--- src/core/serial_cfg_regs.svh ---
`ifndef SERIAL_CFG_REGS_SVH
`define SERIAL_CFG_REGS_SVH
`define ADDR_CALIBRATION 4'h0
`define ADDR_OUTPUT_CONFIG 4'h1
`define ADDR_FIRST_OFFSET 4'h2
`define ADDR_FIRST_FULLSCALE 4'h3
`define ADDR_EXT_CONFIG 4'h9
`define ADDR_SECOND_OFFSET 4'hA
`define ADDR_SECOND_FULLSCALE 4'hB
`define ADDR_PHASE_FINE 4'hE
`define ADDR_PHASE_COARSE 4'hF
`define RST_CALIBRATION 16'h7FFF
`define RST_OUTPUT_CONFIG 16'hB2FF
`define RST_FIRST_OFFSET 16'h0000
`define RST_FIRST_FULLSCALE 16'h0000
`define RST_EXT_CONFIG 16'h0000
`define RST_SECOND_OFFSET 16'h0000
`define RST_SECOND_FULLSCALE 16'h0000
`define RST_PHASE_FINE 16'h0000
`define RST_PHASE_COARSE 16'h0000
`define FRAME_HEADER 12'h001
`define FRAME_BITS 6'h20
`define BIT_CAL_START 15
`define BIT_SECOND_CLOCK_SEL_N 13
`define BIT_DUTY_STAB 12
`define BIT_DDR_PHASE 11
`define BIT_DDR_EN_N 10
`define BIT_SWING 9
`define BIT_EDGE_DEMUX 8
`endif

--- src/core/serial_cfg_pkg.sv ---
package serial_cfg_pkg;
    typedef struct packed {
        logic [15:0] calibration_control;
        logic [15:0] output_configuration;
        logic [15:0] first_channel_offset;
        logic [15:0] first_channel_fullscale;
        logic [15:0] extended_configuration;
        logic [15:0] second_channel_offset;
        logic [15:0] second_channel_fullscale;
        logic [15:0] sample_phase_fine;
        logic [15:0] sample_phase_coarse;
    } reg_bank_t;
    typedef struct packed {
        logic second_clock_select_n;
        logic duty_stabilizer_enable;
        logic ddr_clock_phase;
        logic ddr_enable_n;
        logic output_swing_select;
        logic edge_and_demux_select;
    } out_cfg_t;
endpackage : serial_cfg_pkg

--- src/core/converter_serial_config_registers.sv ---
`timescale 1ns/1ns
`include "serial_cfg_regs.svh"
module converter_serial_config_registers (
    // Clock and reset
    input wire logic clk,
    input wire logic rst_b,
    // Mode and power
    input wire logic extended_mode,
    input wire logic power_down,
    // Serial link pins
    input wire logic serial_clock,
    input wire logic serial_select_n,
    input wire logic serial_data_in,
    // Active settings
    output serial_cfg_pkg::reg_bank_t active_regs,
    output serial_cfg_pkg::out_cfg_t out_cfg,
    output logic calibration_start,
    // Output pin sharing
    output logic second_clock_on_range_pins,
    output logic range_output_enable,
    // Frame status
    output logic frame_written
);
    serial_cfg_pkg::reg_bank_t bank_value;
    serial_cfg_pkg::reg_bank_t default_bank;
    serial_cfg_pkg::reg_bank_t active_next;
    logic [15:0] calibration_control_reg;
    logic [15:0] output_configuration_reg;
    logic [15:0] first_channel_offset_reg;
    logic [15:0] first_channel_fullscale_reg;
    logic [15:0] extended_configuration_reg;
    logic [15:0] second_channel_offset_reg;
    logic [15:0] second_channel_fullscale_reg;
    logic [15:0] sample_phase_fine_reg;
    logic [15:0] sample_phase_coarse_reg;
    logic [2:0] sclk_sync_reg;
    logic [2:0] ssel_sync_reg;
    logic [2:0] sdat_sync_reg;
    logic sclk_state_reg;
    logic ssel_state_reg;
    logic sclk_settled;
    logic ssel_settled;
    logic [31:0] shift_reg;
    logic [5:0] count_reg;
    logic rise;
    logic selected;
    logic [31:0] frame_next;
    logic frame_done;
    logic header_ok;
    logic frame_accept;
    logic [3:0] frame_addr;
    logic [15:0] frame_data;
    logic [8:0] write_sel;
    logic [15:0] config_next;
    logic [15:0] config_default;
    logic cal_request;

    assign default_bank = {`RST_CALIBRATION, `RST_OUTPUT_CONFIG, `RST_FIRST_OFFSET,
        `RST_FIRST_FULLSCALE, `RST_EXT_CONFIG, `RST_SECOND_OFFSET,
        `RST_SECOND_FULLSCALE, `RST_PHASE_FINE, `RST_PHASE_COARSE};

    // Write-only bank: nothing leads back to the link
    assign bank_value = {calibration_control_reg, output_configuration_reg,
        first_channel_offset_reg, first_channel_fullscale_reg, extended_configuration_reg,
        second_channel_offset_reg, second_channel_fullscale_reg, sample_phase_fine_reg,
        sample_phase_coarse_reg};

    // Pins are asynchronous to clk: three stages; clock and select change once last two agree
    always_ff @(posedge clk) begin
        if (!rst_b) begin
            sclk_sync_reg <= 3'h0;
        end else begin
            sclk_sync_reg <= {sclk_sync_reg[1:0], serial_clock};
        end
    end

    always_ff @(posedge clk) begin
        if (!rst_b) begin
            ssel_sync_reg <= 3'h7;
        end else begin
            ssel_sync_reg <= {ssel_sync_reg[1:0], serial_select_n};
        end
    end

    always_ff @(posedge clk) begin
        if (!rst_b) begin
            sdat_sync_reg <= 3'h0;
        end else begin
            sdat_sync_reg <= {sdat_sync_reg[1:0], serial_data_in};
        end
    end

    assign sclk_settled = sclk_sync_reg[2] == sclk_sync_reg[1];
    assign ssel_settled = ssel_sync_reg[2] == ssel_sync_reg[1];

    always_ff @(posedge clk) begin
        if (!rst_b) begin
            sclk_state_reg <= 1'b0;
        end else if (sclk_settled) begin
            sclk_state_reg <= sclk_sync_reg[2];
        end
    end

    always_ff @(posedge clk) begin
        if (!rst_b) begin
            ssel_state_reg <= 1'b1;
        end else if (ssel_settled) begin
            ssel_state_reg <= ssel_sync_reg[2];
        end
    end

    // Data sampled at the settled rising edge of the serial clock
    assign rise = sclk_settled && sclk_sync_reg[2] && !sclk_state_reg;
    assign selected = !ssel_state_reg && !ssel_sync_reg[2];
    assign frame_next = {shift_reg[30:0], sdat_sync_reg[2]};
    assign frame_done = rise && selected && (count_reg == `FRAME_BITS - 6'h01);
    assign header_ok = frame_next[31:20] == `FRAME_HEADER;
    assign frame_accept = frame_done && header_ok;
    assign frame_addr = frame_next[19:16];
    assign frame_data = frame_next[15:0];

    // Serial link is only live in extended mode
    always_ff @(posedge clk) begin
        if (!rst_b || !selected || !extended_mode) begin
            shift_reg <= 32'h0000_0000;
        end else if (rise) begin
            shift_reg <= frame_next;
        end
    end

    // Counter wraps so a new frame starts on the 33rd edge
    always_ff @(posedge clk) begin
        if (!rst_b || !selected || !extended_mode) begin
            count_reg <= 6'h00;
        end else if (rise) begin
            count_reg <= frame_done ? 6'h00 : count_reg + 6'h01;
        end
    end

    // One strobe per register; reserved addresses select nothing
    always_comb begin
        write_sel = 9'h000;
        if (frame_accept) begin
            unique case (frame_addr)
                `ADDR_CALIBRATION: write_sel = 9'h001;
                `ADDR_OUTPUT_CONFIG: write_sel = 9'h002;
                `ADDR_FIRST_OFFSET: write_sel = 9'h004;
                `ADDR_FIRST_FULLSCALE: write_sel = 9'h008;
                `ADDR_EXT_CONFIG: write_sel = 9'h010;
                `ADDR_SECOND_OFFSET: write_sel = 9'h020;
                `ADDR_SECOND_FULLSCALE: write_sel = 9'h040;
                `ADDR_PHASE_FINE: write_sel = 9'h080;
                `ADDR_PHASE_COARSE: write_sel = 9'h100;
                default: write_sel = 9'h000;
            endcase
        end
    end

    // Registers ignore power_down, so contents survive it
    always_ff @(posedge clk) begin
        if (!rst_b) begin
            calibration_control_reg <= `RST_CALIBRATION;
        end else if (write_sel[0]) begin
            calibration_control_reg <= frame_data;
        end
    end

    always_ff @(posedge clk) begin
        if (!rst_b) begin
            output_configuration_reg <= `RST_OUTPUT_CONFIG;
        end else if (write_sel[1]) begin
            output_configuration_reg <= frame_data;
        end
    end

    always_ff @(posedge clk) begin
        if (!rst_b) begin
            first_channel_offset_reg <= `RST_FIRST_OFFSET;
        end else if (write_sel[2]) begin
            first_channel_offset_reg <= frame_data;
        end
    end

    always_ff @(posedge clk) begin
        if (!rst_b) begin
            first_channel_fullscale_reg <= `RST_FIRST_FULLSCALE;
        end else if (write_sel[3]) begin
            first_channel_fullscale_reg <= frame_data;
        end
    end

    always_ff @(posedge clk) begin
        if (!rst_b) begin
            extended_configuration_reg <= `RST_EXT_CONFIG;
        end else if (write_sel[4]) begin
            extended_configuration_reg <= frame_data;
        end
    end

    always_ff @(posedge clk) begin
        if (!rst_b) begin
            second_channel_offset_reg <= `RST_SECOND_OFFSET;
        end else if (write_sel[5]) begin
            second_channel_offset_reg <= frame_data;
        end
    end

    always_ff @(posedge clk) begin
        if (!rst_b) begin
            second_channel_fullscale_reg <= `RST_SECOND_FULLSCALE;
        end else if (write_sel[6]) begin
            second_channel_fullscale_reg <= frame_data;
        end
    end

    always_ff @(posedge clk) begin
        if (!rst_b) begin
            sample_phase_fine_reg <= `RST_PHASE_FINE;
        end else if (write_sel[7]) begin
            sample_phase_fine_reg <= frame_data;
        end
    end

    always_ff @(posedge clk) begin
        if (!rst_b) begin
            sample_phase_coarse_reg <= `RST_PHASE_COARSE;
        end else if (write_sel[8]) begin
            sample_phase_coarse_reg <= frame_data;
        end
    end

    // Non-extended mode presents defaults; the bank itself is kept
    assign active_next = extended_mode ? bank_value : default_bank;
    assign config_next = active_next.output_configuration;
    assign config_default = default_bank.output_configuration;

    always_ff @(posedge clk) begin
        if (!rst_b) begin
            active_regs <= default_bank;
        end else begin
            active_regs <= active_next;
        end
    end

    always_ff @(posedge clk) begin
        if (!rst_b) begin
            out_cfg.second_clock_select_n <= config_default[`BIT_SECOND_CLOCK_SEL_N];
            out_cfg.duty_stabilizer_enable <= config_default[`BIT_DUTY_STAB];
            out_cfg.ddr_clock_phase <= config_default[`BIT_DDR_PHASE];
            out_cfg.ddr_enable_n <= config_default[`BIT_DDR_EN_N];
            out_cfg.output_swing_select <= config_default[`BIT_SWING];
            out_cfg.edge_and_demux_select <= config_default[`BIT_EDGE_DEMUX];
        end else begin
            out_cfg.second_clock_select_n <= config_next[`BIT_SECOND_CLOCK_SEL_N];
            out_cfg.duty_stabilizer_enable <= config_next[`BIT_DUTY_STAB];
            out_cfg.ddr_clock_phase <= config_next[`BIT_DDR_PHASE];
            out_cfg.ddr_enable_n <= config_next[`BIT_DDR_EN_N];
            out_cfg.output_swing_select <= config_next[`BIT_SWING];
            out_cfg.edge_and_demux_select <= config_next[`BIT_EDGE_DEMUX];
        end
    end

    // Select one keeps range pair; zero reuses it as a clock
    always_ff @(posedge clk) begin
        if (!rst_b) begin
            range_output_enable <= config_default[`BIT_SECOND_CLOCK_SEL_N];
        end else begin
            range_output_enable <= config_next[`BIT_SECOND_CLOCK_SEL_N];
        end
    end

    always_ff @(posedge clk) begin
        if (!rst_b) begin
            second_clock_on_range_pins <= !config_default[`BIT_SECOND_CLOCK_SEL_N];
        end else begin
            second_clock_on_range_pins <= !config_next[`BIT_SECOND_CLOCK_SEL_N];
        end
    end

    // One-cycle pulse per accepted start write, extended mode and not power_down only
    assign cal_request = extended_mode && write_sel[0] && frame_data[`BIT_CAL_START]
        && !power_down;

    always_ff @(posedge clk) begin
        if (!rst_b) begin
            calibration_start <= 1'b0;
        end else begin
            calibration_start <= cal_request;
        end
    end

    always_ff @(posedge clk) begin
        if (!rst_b) begin
            frame_written <= 1'b0;
        end else begin
            frame_written <= frame_accept;
        end
    end
endmodule : converter_serial_config_registers

--- config.mk ---
export PLATFORM = sky130hd
export DESIGN_NAME = converter_serial_config_registers
export DESIGN_NICKNAME = d
export VERILOG_FILES = /design/src/core/serial_cfg_pkg.sv /design/src/core/converter_serial_config_registers.sv
export VERILOG_INCLUDE_DIRS = /design/src /design/src/core
export SDC_FILE = /design/constraint.sdc
export NUM_CORES = 1
export LEC_CHECK = 0
export BUFFER_PORTS_ARGS = -buffer_cell sky130_fd_sc_hd__buf_4
export CORE_MARGIN = 1
export CORE_UTILIZATION = 45
export CTS_CLUSTER_DIAMETER = 80
export CTS_CLUSTER_SIZE = 24
export DETAILED_ROUTE_END_ITERATION = 10
export PLACE_DENSITY = 0.69
export SLEW_MARGIN = 10
export SYNTH_ARGS = -nofsm -noshare
export SYNTH_HDL_FRONTEND = slang
export SYNTH_SLANG_ARGS = --single-unit
--- constraint.sdc ---
create_clock -name clk -period 2.22 [get_ports clk]
set_input_delay 0.111 -clock clk [delete_from_list [all_inputs] [get_ports clk]]
set_output_delay 0.111 -clock clk [all_outputs]
set_load 0.1 [all_outputs]
# --- Yosys cells after proc, flatten, opt, wreduce, memory -nomap -nowiden ---
# Memory sizes are Yosys's and may differ from the RTL's. A register that Yosys moved wholly into a read port is not among the register bits.
# Cells that the tools add are included.
op_classes:
  addsub: 1
  eq_ne: 4
  muxes: 5
  n_reduce_logical: 20
ops:
  columns: ["cell", "n"]
  rows:
  - ["126-bit two-way mux", 1]
  - ["12-bit by 1-bit equality test with 1-bit output, second input constant", 1]
  - ["1-bit logical AND", 9]
  - ["9-bit two-way mux", 1]
  - ["1-bit zero test", 8]
  - ["4-bit two-way mux", 2]
  - ["6-bit by 1-bit adder with 6-bit output, second input constant", 1]
  - ["6-bit by 5-bit equality test with 1-bit output, second input constant", 1]
  - ["6-bit two-way mux", 1]
  - ["1-bit equality test", 2]
  - ["1-bit logical OR", 2]
  - ["2-bit AND reduction", 1]
word_totals:
  reg_bits: 345
  rom_bits: 144
  output_inout_bits: 154
  mem_count: 1
memory_table:
  columns: ["name", "depth", "width", "rd", "rd_clocked_by_memory_dff", "wr", "line", "text"]
  rows:
  - ["(no name shown)", 16, 9, 1, 1, 0, "converter_serial_config_registers.sv:144", "unique case (frame_addr)"]

# --- Longest topological paths before layout ---
# Gate-level depths: netlist of the first run.
logic_depth:
  depth_word: 10
  mapped_depth: 7

# --- Worst setup path before layout of the first run ---
# Ideal clock, no wire load.
synth_timing:
  path_kind: "register -> register"
  startpoint: "register count_reg[0]"
  endpoint: "register extended_configuration_reg[10]"
  setup_ps: 72
  t_arrival_ps: 1736
  required_time_ps: 2148
  path_slack_ps: 411
  path_stages_with_launch: 8
  n_path_buf: 2
  synth_period_minus_slack_ps: 1809
  cell_sequence: "dfxtp_1 > ha_1 > and3_1 > nand3_4 > buf_12 > nor3_4 > buf_8 > mux2i_1"
synth_between:
  elab_chain_cells: 4
synth_rtl:
  columns: ["item", "line", "text"]
  rows:
  - ["from (decl)", "converter_serial_config_registers.sv:44", "logic [5:0] count_reg;"]
  - ["from (signal assigned)", "converter_serial_config_registers.sv:136", "count_reg <= frame_done ? 6'h00 : count_reg + 6'h01;"]
  - ["6-bit by 5-bit equality test with 1-bit output", "converter_serial_config_registers.sv:116", "assign frame_done = rise && selected && (count_reg == `FRAME_BITS - 6'h01);"]
  - ["1-bit logical AND", "converter_serial_config_registers.sv:116", null]
  - ["1-bit logical AND", "converter_serial_config_registers.sv:118", "assign frame_accept = frame_done && header_ok;"]
  - ["9-bit two-way mux", "converter_serial_config_registers.sv:143", "if (frame_accept) begin"]
  - ["to (signal assigned)", "converter_serial_config_registers.sv:194", "extended_configuration_reg <= `RST_EXT_CONFIG;"]
  - ["to (signal assigned)", "converter_serial_config_registers.sv:196", "extended_configuration_reg <= frame_data;"]
  - ["to (decl)", "converter_serial_config_registers.sv:31", "logic [15:0] extended_configuration_reg;"]
# No other way between the ends.
# A chain may end at the register's enable or synchronous reset.

# --- Worst setup path after layout of the first run ---
layout_timing:
  startpoint: "register count_reg[0]"
  endpoint: "register calibration_control_reg[13]"
layout_between:
  elab_chain_cells: 4
layout_rtl:
  columns: ["item", "line", "text"]
  rows:
  - ["6-bit by 5-bit equality test with 1-bit output", "converter_serial_config_registers.sv:116", null]
  - ["1-bit logical AND", "converter_serial_config_registers.sv:116", null]
  - ["1-bit logical AND", "converter_serial_config_registers.sv:118", null]
  - ["9-bit two-way mux", "converter_serial_config_registers.sv:143", null]
  - ["to (signal assigned)", "converter_serial_config_registers.sv:162", "calibration_control_reg <= `RST_CALIBRATION;"]
  - ["to (signal assigned)", "converter_serial_config_registers.sv:164", "calibration_control_reg <= frame_data;"]
  - ["to (decl)", "converter_serial_config_registers.sv:27", "logic [15:0] calibration_control_reg;"]
# No other way between the ends.

==> impl_metrics.ini, run 1 <==
[drt]
drtPass1Iterations = 5
wirelength_microns = 25330
wire_per_inst_microns = 16.41
via_per_inst = 4.894
detail_route.drc_violations = 0
dr_total_vias = 7551
antenna_violating_nets_post_route = 0
drt_iter0_drc = 483

[logic_synthesis]
muxShareOfSynthArea_pct = 12.62
synth.cell_area_sq_um = 11580
synth-seq-cells = 348
synth_sequential_area_ratio_pct = 60.14
largest_family_of_logic_cells_by_synthesized_area = simple AND/OR/NAND/NOR gates
synth-warning-count = 0
synth-xor-area-share_pct = 0.3781
synth.distinct_cells = 39
synth_enable_flop_cells = 0
synth.avg_cell_area_sq_um = 10.78
ys_async_sr_fraction_pct = 0
simple_logic_cell_fraction_of_the_synthesized_area_pct = 21.00
synthCells = 1075
synth_ff_type = sky130_fd_sc_hd__dfxtp_1
synth-compound-area-share_pct = 1.804
post_synth_adder_cell_area_pct = 0.2160
syn-num-nets = 1084

[die]
boundaryPins = 161
die_x_microns = 162.4
floorplan.die.height_microns = 162.4
core_area_sq_um = 25180
row_cnt = 58
start_util_pct = 46.00
floorplan.die_area_sq_um = 26390

[global_routing]
grt_pass1_wl_microns = 38570
largest_net_degree_at_the_start_of_global_routing = 167
first_global_vias = 7031
grt_util_all_layers_pct = 18.72
antenna_found_initial = 0
grt-ovfl-total = 0

[critical_path]
worst-path-max-fanout = 11
r2r_end = calibration_control_reg[13]
cp-start-kind = flop
reg2regPathDepth = 6
setup_slack_reg_to_reg_ps = 320
reg2reg_from = count_reg[0]
cp-end-kind = flop
crit_required_ps = 2660
path_class = flop to flop
critical_path_arrival_ps = 2340

[final_layout]
largest_register_ff_count = 144
area_growth_syn_to_layout_pct = 17.68
layout_common_cells = sky130_fd_sc_hd__dfxtp_1 (348), sky130_fd_sc_hd__nand2_1 (212), sky130_fd_sc_hd__buf_4 (184)
layout.core_utilization_pct = 54.13
layout.cell_area.non_filler_sq_um = 13630
antenna_diode_count = 0
layout.cells.most_common = sky130_fd_sc_hd__dfxtp_1
drive_above_1_share_pct = 20.94
final_net_count = 1220

[clocking]
clock_insertion_delay_worst_skew_ps = 510
clk_pin_slew_worst_paths_ps = 90
clock_sinks = 348
clock_tree.htree_level_count = 1
ctsHoldBuffers = 4
tritoncts_buffer_count = 18
cts_root_buffer = sky130_fd_sc_hd__clkbuf_16
post_cts_resize_count = 0
cts_max_path_buffers = 3
tritoncts = done
cts_setup_buffers = 0

[pwr]
report.power.total_mw = 9.900
power.density_nw_per_um2 = 726.3
leakagePower_nw = 5.594
vdd.ir_drop.worst_mv = 0.5460

[worst_hold_path]
min_delay_src = rst_b
worst_hold_path.endpoint = calibration_control_reg[1]
hold_depth = 3
holdCritPathClass = input pin to flop

[sta]
timing.final.hold_violations = 0
timing.final.crit_share_pct = 85.63
tightest_slew_ps = 1003
timing.setup.tns_ps = 0
unrepaired_setup_endpoints_after_global_routing = false
setup_viol = 0
clock-skew-final_ps = 15.30
slew_headroom_pct = 33.14
final-max-slew-violation-count = 0
final.hold.worst_slack_ps = 40.10
period_needed_ps = 1901
maxClockFrequency_ghz = 0.5260

[place]
postPlaceCellArea_sq_um = 13090
io_buffer_count = 160
place.detailed.hpwl_microns = 16010
finalWeightedCongestion = 0.7913

[outcome]
status = complete, no violations

[run]
max_cap_viol_count = 0
==> final cells by class <==
class	instances	area, sq um
clock buffers	21	493.0
clock inverters	1	11.26
fillers	2233	11550
inverters	1	3.754
multi-input cells	646	4172
flip-flops and latches	348	6967
well taps	330	412.9
repair buffers	196	1573
==> worst max-delay path, stage by stage (launching register included) <==
cell and delay, ps:
sky130_fd_sc_hd__dfxtp_1 370, sky130_fd_sc_hd__ha_1 170, sky130_fd_sc_hd__and3_1 220, sky130_fd_sc_hd__nand3_4 80
sky130_fd_sc_hd__buf_4 230, sky130_fd_sc_hd__nor3_4 480, sky130_fd_sc_hd__mux2i_1 260
==> metal layers <==
layer  part of all wire [%]  global-route usage [%]  wire length, microns  vias to the layer above
met5                      0                       0                     0                        -
met4                    1.9                   4.588                   477                        0
met3                    4.2                   2.394                  1063                       36
met2                     47                   30.91                 11800                      159
met1                     47                   25.91                 11990                     3558
li1                       -                       -                     -                     3798
==> cell families (layout without fill, tap and decap cells) <==
kind of cell    after synthesis  after routing
simple gates                453            453
mux                         146            146
buf+inv                      81            219
fa+ha+maj                     2              2
xor+xnor                      5              5
compound gates               40             40
flops                       348            348
==> power by group <==
part | total (mW) | leakage [nW] | internal, mW | switching [mW]
sequential | 6.25 | 2.81 | 6.24 | 0.00393
clock | 3.49 | 0.249 | 1.59 | 1.90
combinational | 0.166 | 2.54 | 0.0417 | 0.124
total | 9.90 | 5.59 | 7.87 | 2.03
==> cells in the mapped netlist, types with 2 or more instances <==
master / instances / area share, %
sky130_fd_sc_hd__nor2b_1: 45 / 2.4
sky130_fd_sc_hd__ha_1: 2 / 0.22
sky130_fd_sc_hd__or3_1: 2 / 0.11
sky130_fd_sc_hd__buf_8: 7 / 0.91
sky130_fd_sc_hd__nor3b_1: 2 / 0.13
sky130_fd_sc_hd__mux2i_1: 146 / 13
sky130_fd_sc_hd__and3_1: 120 / 6.5
sky130_fd_sc_hd__or2_2: 26 / 1.4
sky130_fd_sc_hd__dfxtp_1: 348 / 60
sky130_fd_sc_hd__o21ai_0: 2 / 0.086
sky130_fd_sc_hd__nor3_4: 9 / 1.3
sky130_fd_sc_hd__nor3_1: 3 / 0.13
sky130_fd_sc_hd__nand3b_1: 2 / 0.13
sky130_fd_sc_hd__nor4b_1: 3 / 0.23
sky130_fd_sc_hd__buf_6: 2 / 0.19
sky130_fd_sc_hd__xor2_1: 4 / 0.30
sky130_fd_sc_hd__buf_1: 4 / 0.13
sky130_fd_sc_hd__clkbuf_1: 57 / 1.8
sky130_fd_sc_hd__nor2_1: 9 / 0.29
sky130_fd_sc_hd__a21oi_1: 36 / 1.6
sky130_fd_sc_hd__buf_4: 8 / 0.52
sky130_fd_sc_hd__nand2_1: 212 / 6.9
sky130_fd_sc_hd__nand2b_1: 4 / 0.22
sky130_fd_sc_hd__and2_1: 7 / 0.38
==> worst max path at each step <==
stage	from	endpoint	cells past startpoint
5_1_grt	count_reg[0]	calibration_control_reg[13]	6
3_5_place_dp	count_reg[0]	calibration_control_reg[13]	6
6_report	count_reg[0]	calibration_control_reg[13]	6
3_3_place_gp	count_reg[0]	calibration_control_reg[15]	6
2_1_floorplan	count_reg[0]	extended_configuration_reg[10]	7
4_1_cts	count_reg[0]	calibration_control_reg[13]	6
==> per-stage QoR <==
| stage | cells | setup WS, ps |
|---|---|---|
| 5_1_grt | 1543 | 193.7 |
| 6_report | 1543 | 319.0 |
| 4_1_cts | 1543 | 321.8 |
| 3_5_place_dp | 1517 | 327.0 |
| 3_3_place_gp | 1517 | 370.4 |
| 2_1_floorplan | 1075 | 411.5 |
(Power assumes the default switching activity.)
==> run 2: changes to the inputs <==
PLACE_DENSITY = 0.72   (was 0.69)
clock period = 1.7 ns   (was 2.22 ns; I/O delays follow)
==> impl_metrics.ini, run 2 (synthesis gave the netlist of run 1 again) <==
[outcome]
status = finished with violations
failed_checks = hold timing, setup timing

[final_layout]
antenna_diode_count = 0
drive_above_1_share_pct = 24.07
largest_register_ff_count = 144
layout.core_utilization_pct = 55.79
layout_common_cells = sky130_fd_sc_hd__dfxtp_1 (336), sky130_fd_sc_hd__nand2_1 (207), sky130_fd_sc_hd__buf_4 (181)
final_net_count = 1238
layout.cells.most_common = sky130_fd_sc_hd__dfxtp_1
area_growth_syn_to_layout_pct = 21.28

[clocking]
cts_max_path_buffers = 3
clock_sinks = 348
clock_tree.htree_level_count = 1
cts_root_buffer = sky130_fd_sc_hd__clkbuf_16
tritoncts_buffer_count = 18
clk_pin_slew_worst_paths_ps = 90
tritoncts = done
clock_insertion_delay_worst_skew_ps = 510

[sta]
timing.final.crit_share_pct = 104.2
fin_ws_ps = -71.69
maxClockFrequency_ghz = 0.5644
timing.final.hold_violations = 1
tightest_slew_ps = 635.8
setup_viol = 73
final-max-slew-violation-count = 0
unrepaired_setup_endpoints_after_global_routing = true
clock-skew-final_ps = 7.759
slew_headroom_pct = 57.51
final.hold.worst_slack_ps = -0.005107
period_needed_ps = 1772

[critical_path]
critical_path_arrival_ps = 2200
reg2regPathDepth = 8
reg2reg_from = shift_reg[24]
cp-start-kind = flop
cp-end-kind = flop
path_class = flop to flop
setup_slack_reg_to_reg_ps = -70
worst-path-max-fanout = 8
crit_required_ps = 2130
r2r_end = first_channel_fullscale_reg[1]

[place]
finalWeightedCongestion = 0.7974
io_buffer_count = 160
place.detailed.hpwl_microns = 15940

[global_routing]
grt-ovfl-total = 0
grt_pass1_wl_microns = 38430
first_global_vias = 7027
grt_util_all_layers_pct = 18.57
antenna_found_initial = 0
largest_net_degree_at_the_start_of_global_routing = 115

[die]
die_x_microns = 162.4
floorplan.die_area_sq_um = 26390
boundaryPins = 161
core_area_sq_um = 25180
floorplan.die.height_microns = 162.4
row_cnt = 58
start_util_pct = 46.00

[worst_hold_path]
worst_hold_path.endpoint = ssel_sync_reg[1]
holdCritPathClass = input pin to flop
min_delay_src = rst_b
hold_depth = 3

[drt]
detail_route.drc_violations = 0
antenna_violating_nets_post_route = 0
drt_iter0_drc = 587
drtPass1Iterations = 4
wire_per_inst_microns = 16.20
wirelength_microns = 25270
dr_total_vias = 7734
via_per_inst = 4.958

[run]
max_cap_viol_count = 0

[pwr]
power.density_nw_per_um2 = 914.3
leakagePower_nw = 5.748
vdd.ir_drop.worst_mv = 0.6887
==> run 2: layout make-up <==
type | instances | area (sq um)
inverters | 1 | 3.754
clock inverters | 1 | 16.27
well taps | 330 | 412.9
multi-input cells | 646 | 4248
fillers | 2104 | 11130
flip-flops and latches | 348 | 6987
repair buffers | 214 | 1902
clock buffers | 20 | 479.2
==> run 2: power by group <==
group / leakage, nW / total, mW / switching (mW) / internal, mW
sequential: 2.81 / 8.15 / 0.00448 / 8.15
clock: 0.242 / 4.47 / 2.44 / 2.03
combinational: 2.70 / 0.224 / 0.158 / 0.0662
total: 5.75 / 12.8 / 2.60 / 10.2
==> run 2: worst max-delay path, stage by stage, from the launching register on <==
cell and delay, ps:
sky130_fd_sc_hd__dfxtp_4 360, sky130_fd_sc_hd__nor4_4 310, sky130_fd_sc_hd__buf_4 190, sky130_fd_sc_hd__buf_4 130, sky130_fd_sc_hd__nand2_1 80, sky130_fd_sc_hd__nor3_4 120, sky130_fd_sc_hd__buf_4 160, sky130_fd_sc_hd__buf_16 140
sky130_fd_sc_hd__mux2i_1 190
==> run 2: what timing repair did <==
| item | in CTS | in global routing |
|---|---|---|
| gates resized for setup | 18 | 27 |
| cloned | 4 | 2 |
| pin swaps | 6 | 8 |
| endpoints found under the hold margin | 7 | 0 |
| hold buffers | 5 | 0 |
| buffers inserted | 10 | 3 |
| endpoints found under the setup margin | 20 | 146 |
==> run 2: how the worst max path moves through the flow <==
| stage | slack [ps] | depth (start not counted) | to | from |
|---|---|---|---|---|
| floorplan | -90 | 5 | output_configuration_reg[8] | shift_reg[27] |
| global placement | 8 | 6 | flop | sclk_sync_reg[1] |
| detailed placement | -30 | 7 | sample_phase_coarse_reg[1] | count_reg[0] |
| CTS | -40 | 7 | sample_phase_fine_reg[2] | ssel_state_reg |
| global route | -160 | 7 | sample_phase_fine_reg[7] | shift_reg[24] |
| finish | -70 | 8 | first_channel_fullscale_reg[1] | shift_reg[24] |
==> run 2: metal layers <==
metal	wire length, microns	share of wire (%)	vias to the layer above	GRT usage (%)
li1	-	-	3852	-
met1	11700	46	3654	25.96
met2	11640	46	197	29.82
met3	1289	5.1	31	2.088
met4	640	2.5	0	6.132
met5	0	0	-	0
==> run 2: per-stage QoR <==
step / area (sq um) / TNS [ps] / power, mW / setup WS, ps / cells
floorplan: 11580 / -6040 / 8.499 / -85.29 / 1075
CTS: 13990 / -792.7 / 12.99 / -42.06 / 1559
finish: 14050 / -1816 / 12.84 / -71.69 / 1560
detailed placement: 13200 / -337.7 / 8.563 / -28.37 / 1519
global route: 14050 / -12350 / 13.30 / -163.7 / 1560
global placement: 13200 / 0 / 8.564 / 7.808 / 1519
==> run 3: changes to the inputs <==
PLACE_DENSITY = 0.69   (was 0.72)
RECOVER_POWER = 25   (was not set)
clock period = 2.2 ns   (was 1.7 ns; I/O delays follow)
==> impl_metrics.ini, run 3 (synthesis gave the netlist of run 1 again) <==
[pwr]
internal_power_mw = 7.908
switching_share_pct = 20.69
report.power.total_mw = 9.970
seq_power_share_pct = 63.2
power.density_nw_per_um2 = 742.9
p_switching_mw = 2.063
power_frac_clock_pct = 35.1
vdd.ir_drop.worst_mv = 0.5155
pwr-share-comb_pct = 1.7
leakagePower_nw = 5.336

[drt]
via_per_inst = 4.917
antenna_violating_nets_post_route = 0
detail_route.drc_violations = 0
drtPass1Iterations = 4
drt_iter0_drc = 483
wirelength_microns = 25240
dr_total_vias = 7606
wire_per_inst_microns = 16.31

[die]
boundaryPins = 161
row_cnt = 58
start_util_pct = 46.00
floorplan.die_area_sq_um = 26390
core_area_sq_um = 25180
die_x_microns = 162.4
floorplan.die.height_microns = 162.4

[final_layout]
largest_register_ff_count = 144
antenna_diode_count = 0
final_net_count = 1225
fillerInstances = 2287
layout.cells.most_common = sky130_fd_sc_hd__dfxtp_1
drive_above_1_share_pct = 15.61
area_growth_syn_to_layout_pct = 15.87
layout_common_cells = sky130_fd_sc_hd__dfxtp_1 (348), sky130_fd_sc_hd__nand2_1 (212), sky130_fd_sc_hd__mux2i_1 (146)
layout.cell_area.non_filler_sq_um = 13420
layout.core_utilization_pct = 53.30

[critical_path]
cp-end-kind = flop
critical_path_arrival_ps = 2340
worst_path_max_delay_cell = sky130_fd_sc_hd__nor3_4
path_class = flop to flop
crit_required_ps = 2640
reg2regPathDepth = 6
critical-path-max-stage-delay_ps = 490
worst-path-max-fanout = 11
worstPathCellList = ha_1, and3_1, nand3_4, buf_4, nor3_4, mux2i_1
worst-path-stages = 6
crit_buf_inv = 1
critPathTopFamily = simple AND/OR/NAND/NOR gates
cp-start-kind = flop

[run]
max_cap_viol_count = 1

[clocking]
post_cts_resize_count = 0
cts_root_buffer = sky130_fd_sc_hd__clkbuf_16
clock_tree.htree_level_count = 1
clk_pin_slew_worst_paths_ps = 90
clock_sinks = 348
cts_max_path_buffers = 3
clock_insertion_delay_worst_skew_ps = 510
tritoncts_buffer_count = 18
tritoncts = done

[sta]
clock-skew-final_ps = 12.46
timing.setup.tns_ps = 0
timing.final.hold_violations = 0
slew_headroom_pct = -26.36
final-max-slew-violation-count = 118
setup_viol = 0
timing.final.crit_share_pct = 86.50
period_needed_ps = 1903
tightest_slew_ps = 1895
unrepaired_setup_endpoints_after_global_routing = false
maxClockFrequency_ghz = 0.5255
fin_ws_ps = 297.1

[place]
worst_setup_slack_after_placement_ps = 294.9
io_buffer_count = 160
place.detailed.hpwl_microns = 16380
finalWeightedCongestion = 0.8221
postPlaceCellArea_sq_um = 13130

[global_routing]
grt-ovfl-total = 0
largest_net_degree_at_the_start_of_global_routing = 156
grt_util_all_layers_pct = 18.77
grt_pass1_wl_microns = 38780
antenna_found_initial = 0
first_global_vias = 6921

[worst_hold_path]
hold_depth = 3
holdCritPathClass = input pin to flop

[outcome]
status = finished with violations
failed_checks = capacitance limit, slew limit
==> run 3: cell types whose count changed in the layout (fill, tap and decap cells not counted), moves of 3 or more <==
cell	delta
sky130_fd_sc_hd__dfxtp_2	-10
sky130_fd_sc_hd__nand2_2	-3
sky130_fd_sc_hd__dfxtp_1	+12
sky130_fd_sc_hd__buf_4	-62
sky130_fd_sc_hd__nor4b_1	+3
sky130_fd_sc_hd__buf_6	-9
sky130_fd_sc_hd__buf_12	-7
sky130_fd_sc_hd__clkbuf_1	+67
sky130_fd_sc_hd__nand2_1	+5
==> run 3: final timing paths <==
path,from,end,slack [ps]
setup / recovery,count_reg[0],calibration_control_reg[15],300
hold reg to reg,ssel_sync_reg[0],ssel_sync_reg[1],410
setup reg to reg,count_reg[0],calibration_control_reg[15],300
hold / removal,power_down,calibration_start,310
==> run 3: metrics by stage <==
stage                     hold slack [ps]  instances
after global routing                300.0       1547
after CTS                           243.1       1547
final                               305.7       1547
after detailed placement            296.9       1521
after global placement              294.8       1521
after floorplan                     181.4       1075
==> run 3: power by group through the flow <==
stage / clock (mW) / sequential (mW) / combinational (mW)
floorplan: 0 / 6.45 / 0.117
global placement: 0 / 6.45 / 0.160
detailed placement: 0 / 6.45 / 0.161
CTS: 3.60 / 6.30 / 0.168
global route: 3.85 / 6.31 / 0.182
finish: 3.50 / 6.30 / 0.165
==> run 3: worst min-delay path, stage by stage <==
cell                            delay (ps)
sky130_fd_sc_hd__dlygate4sd3_1         520
sky130_fd_sc_hd__buf_4                 110
sky130_fd_sc_hd__nor4b_2                40
==> run 3: cell type report <==
type	count	area [sq um]	area share (%)
clock inverters	1	16.27	0.1212
well taps	330	412.9	3.076
multi-input cells	646	4172	31.08
flip-flops and latches	348	6967	51.91
repair buffers	201	1371	10.22
clock buffers	20	479.2	3.570
inverters	1	3.754	0.02797
==> run 3: per-layer routing <==
| metal | GRT usage, % | up-vias | routed length (microns) |
|---|---|---|---|
| met1 | 26.73 | 3579 | 12090 |
| li1 | - | 3807 | - |
| met3 | 2.445 | 31 | 1247 |
| met4 | 4.889 | 0 | 464 |
| met5 | 0 | - | 0 |
| met2 | 29.91 | 189 | 11440 |
==> run 3: what timing repair did <==
item,4_1_cts,5_1_grt
endpoints found under the hold margin,8,0
setup buffers,0,0
hold buffers,5,0
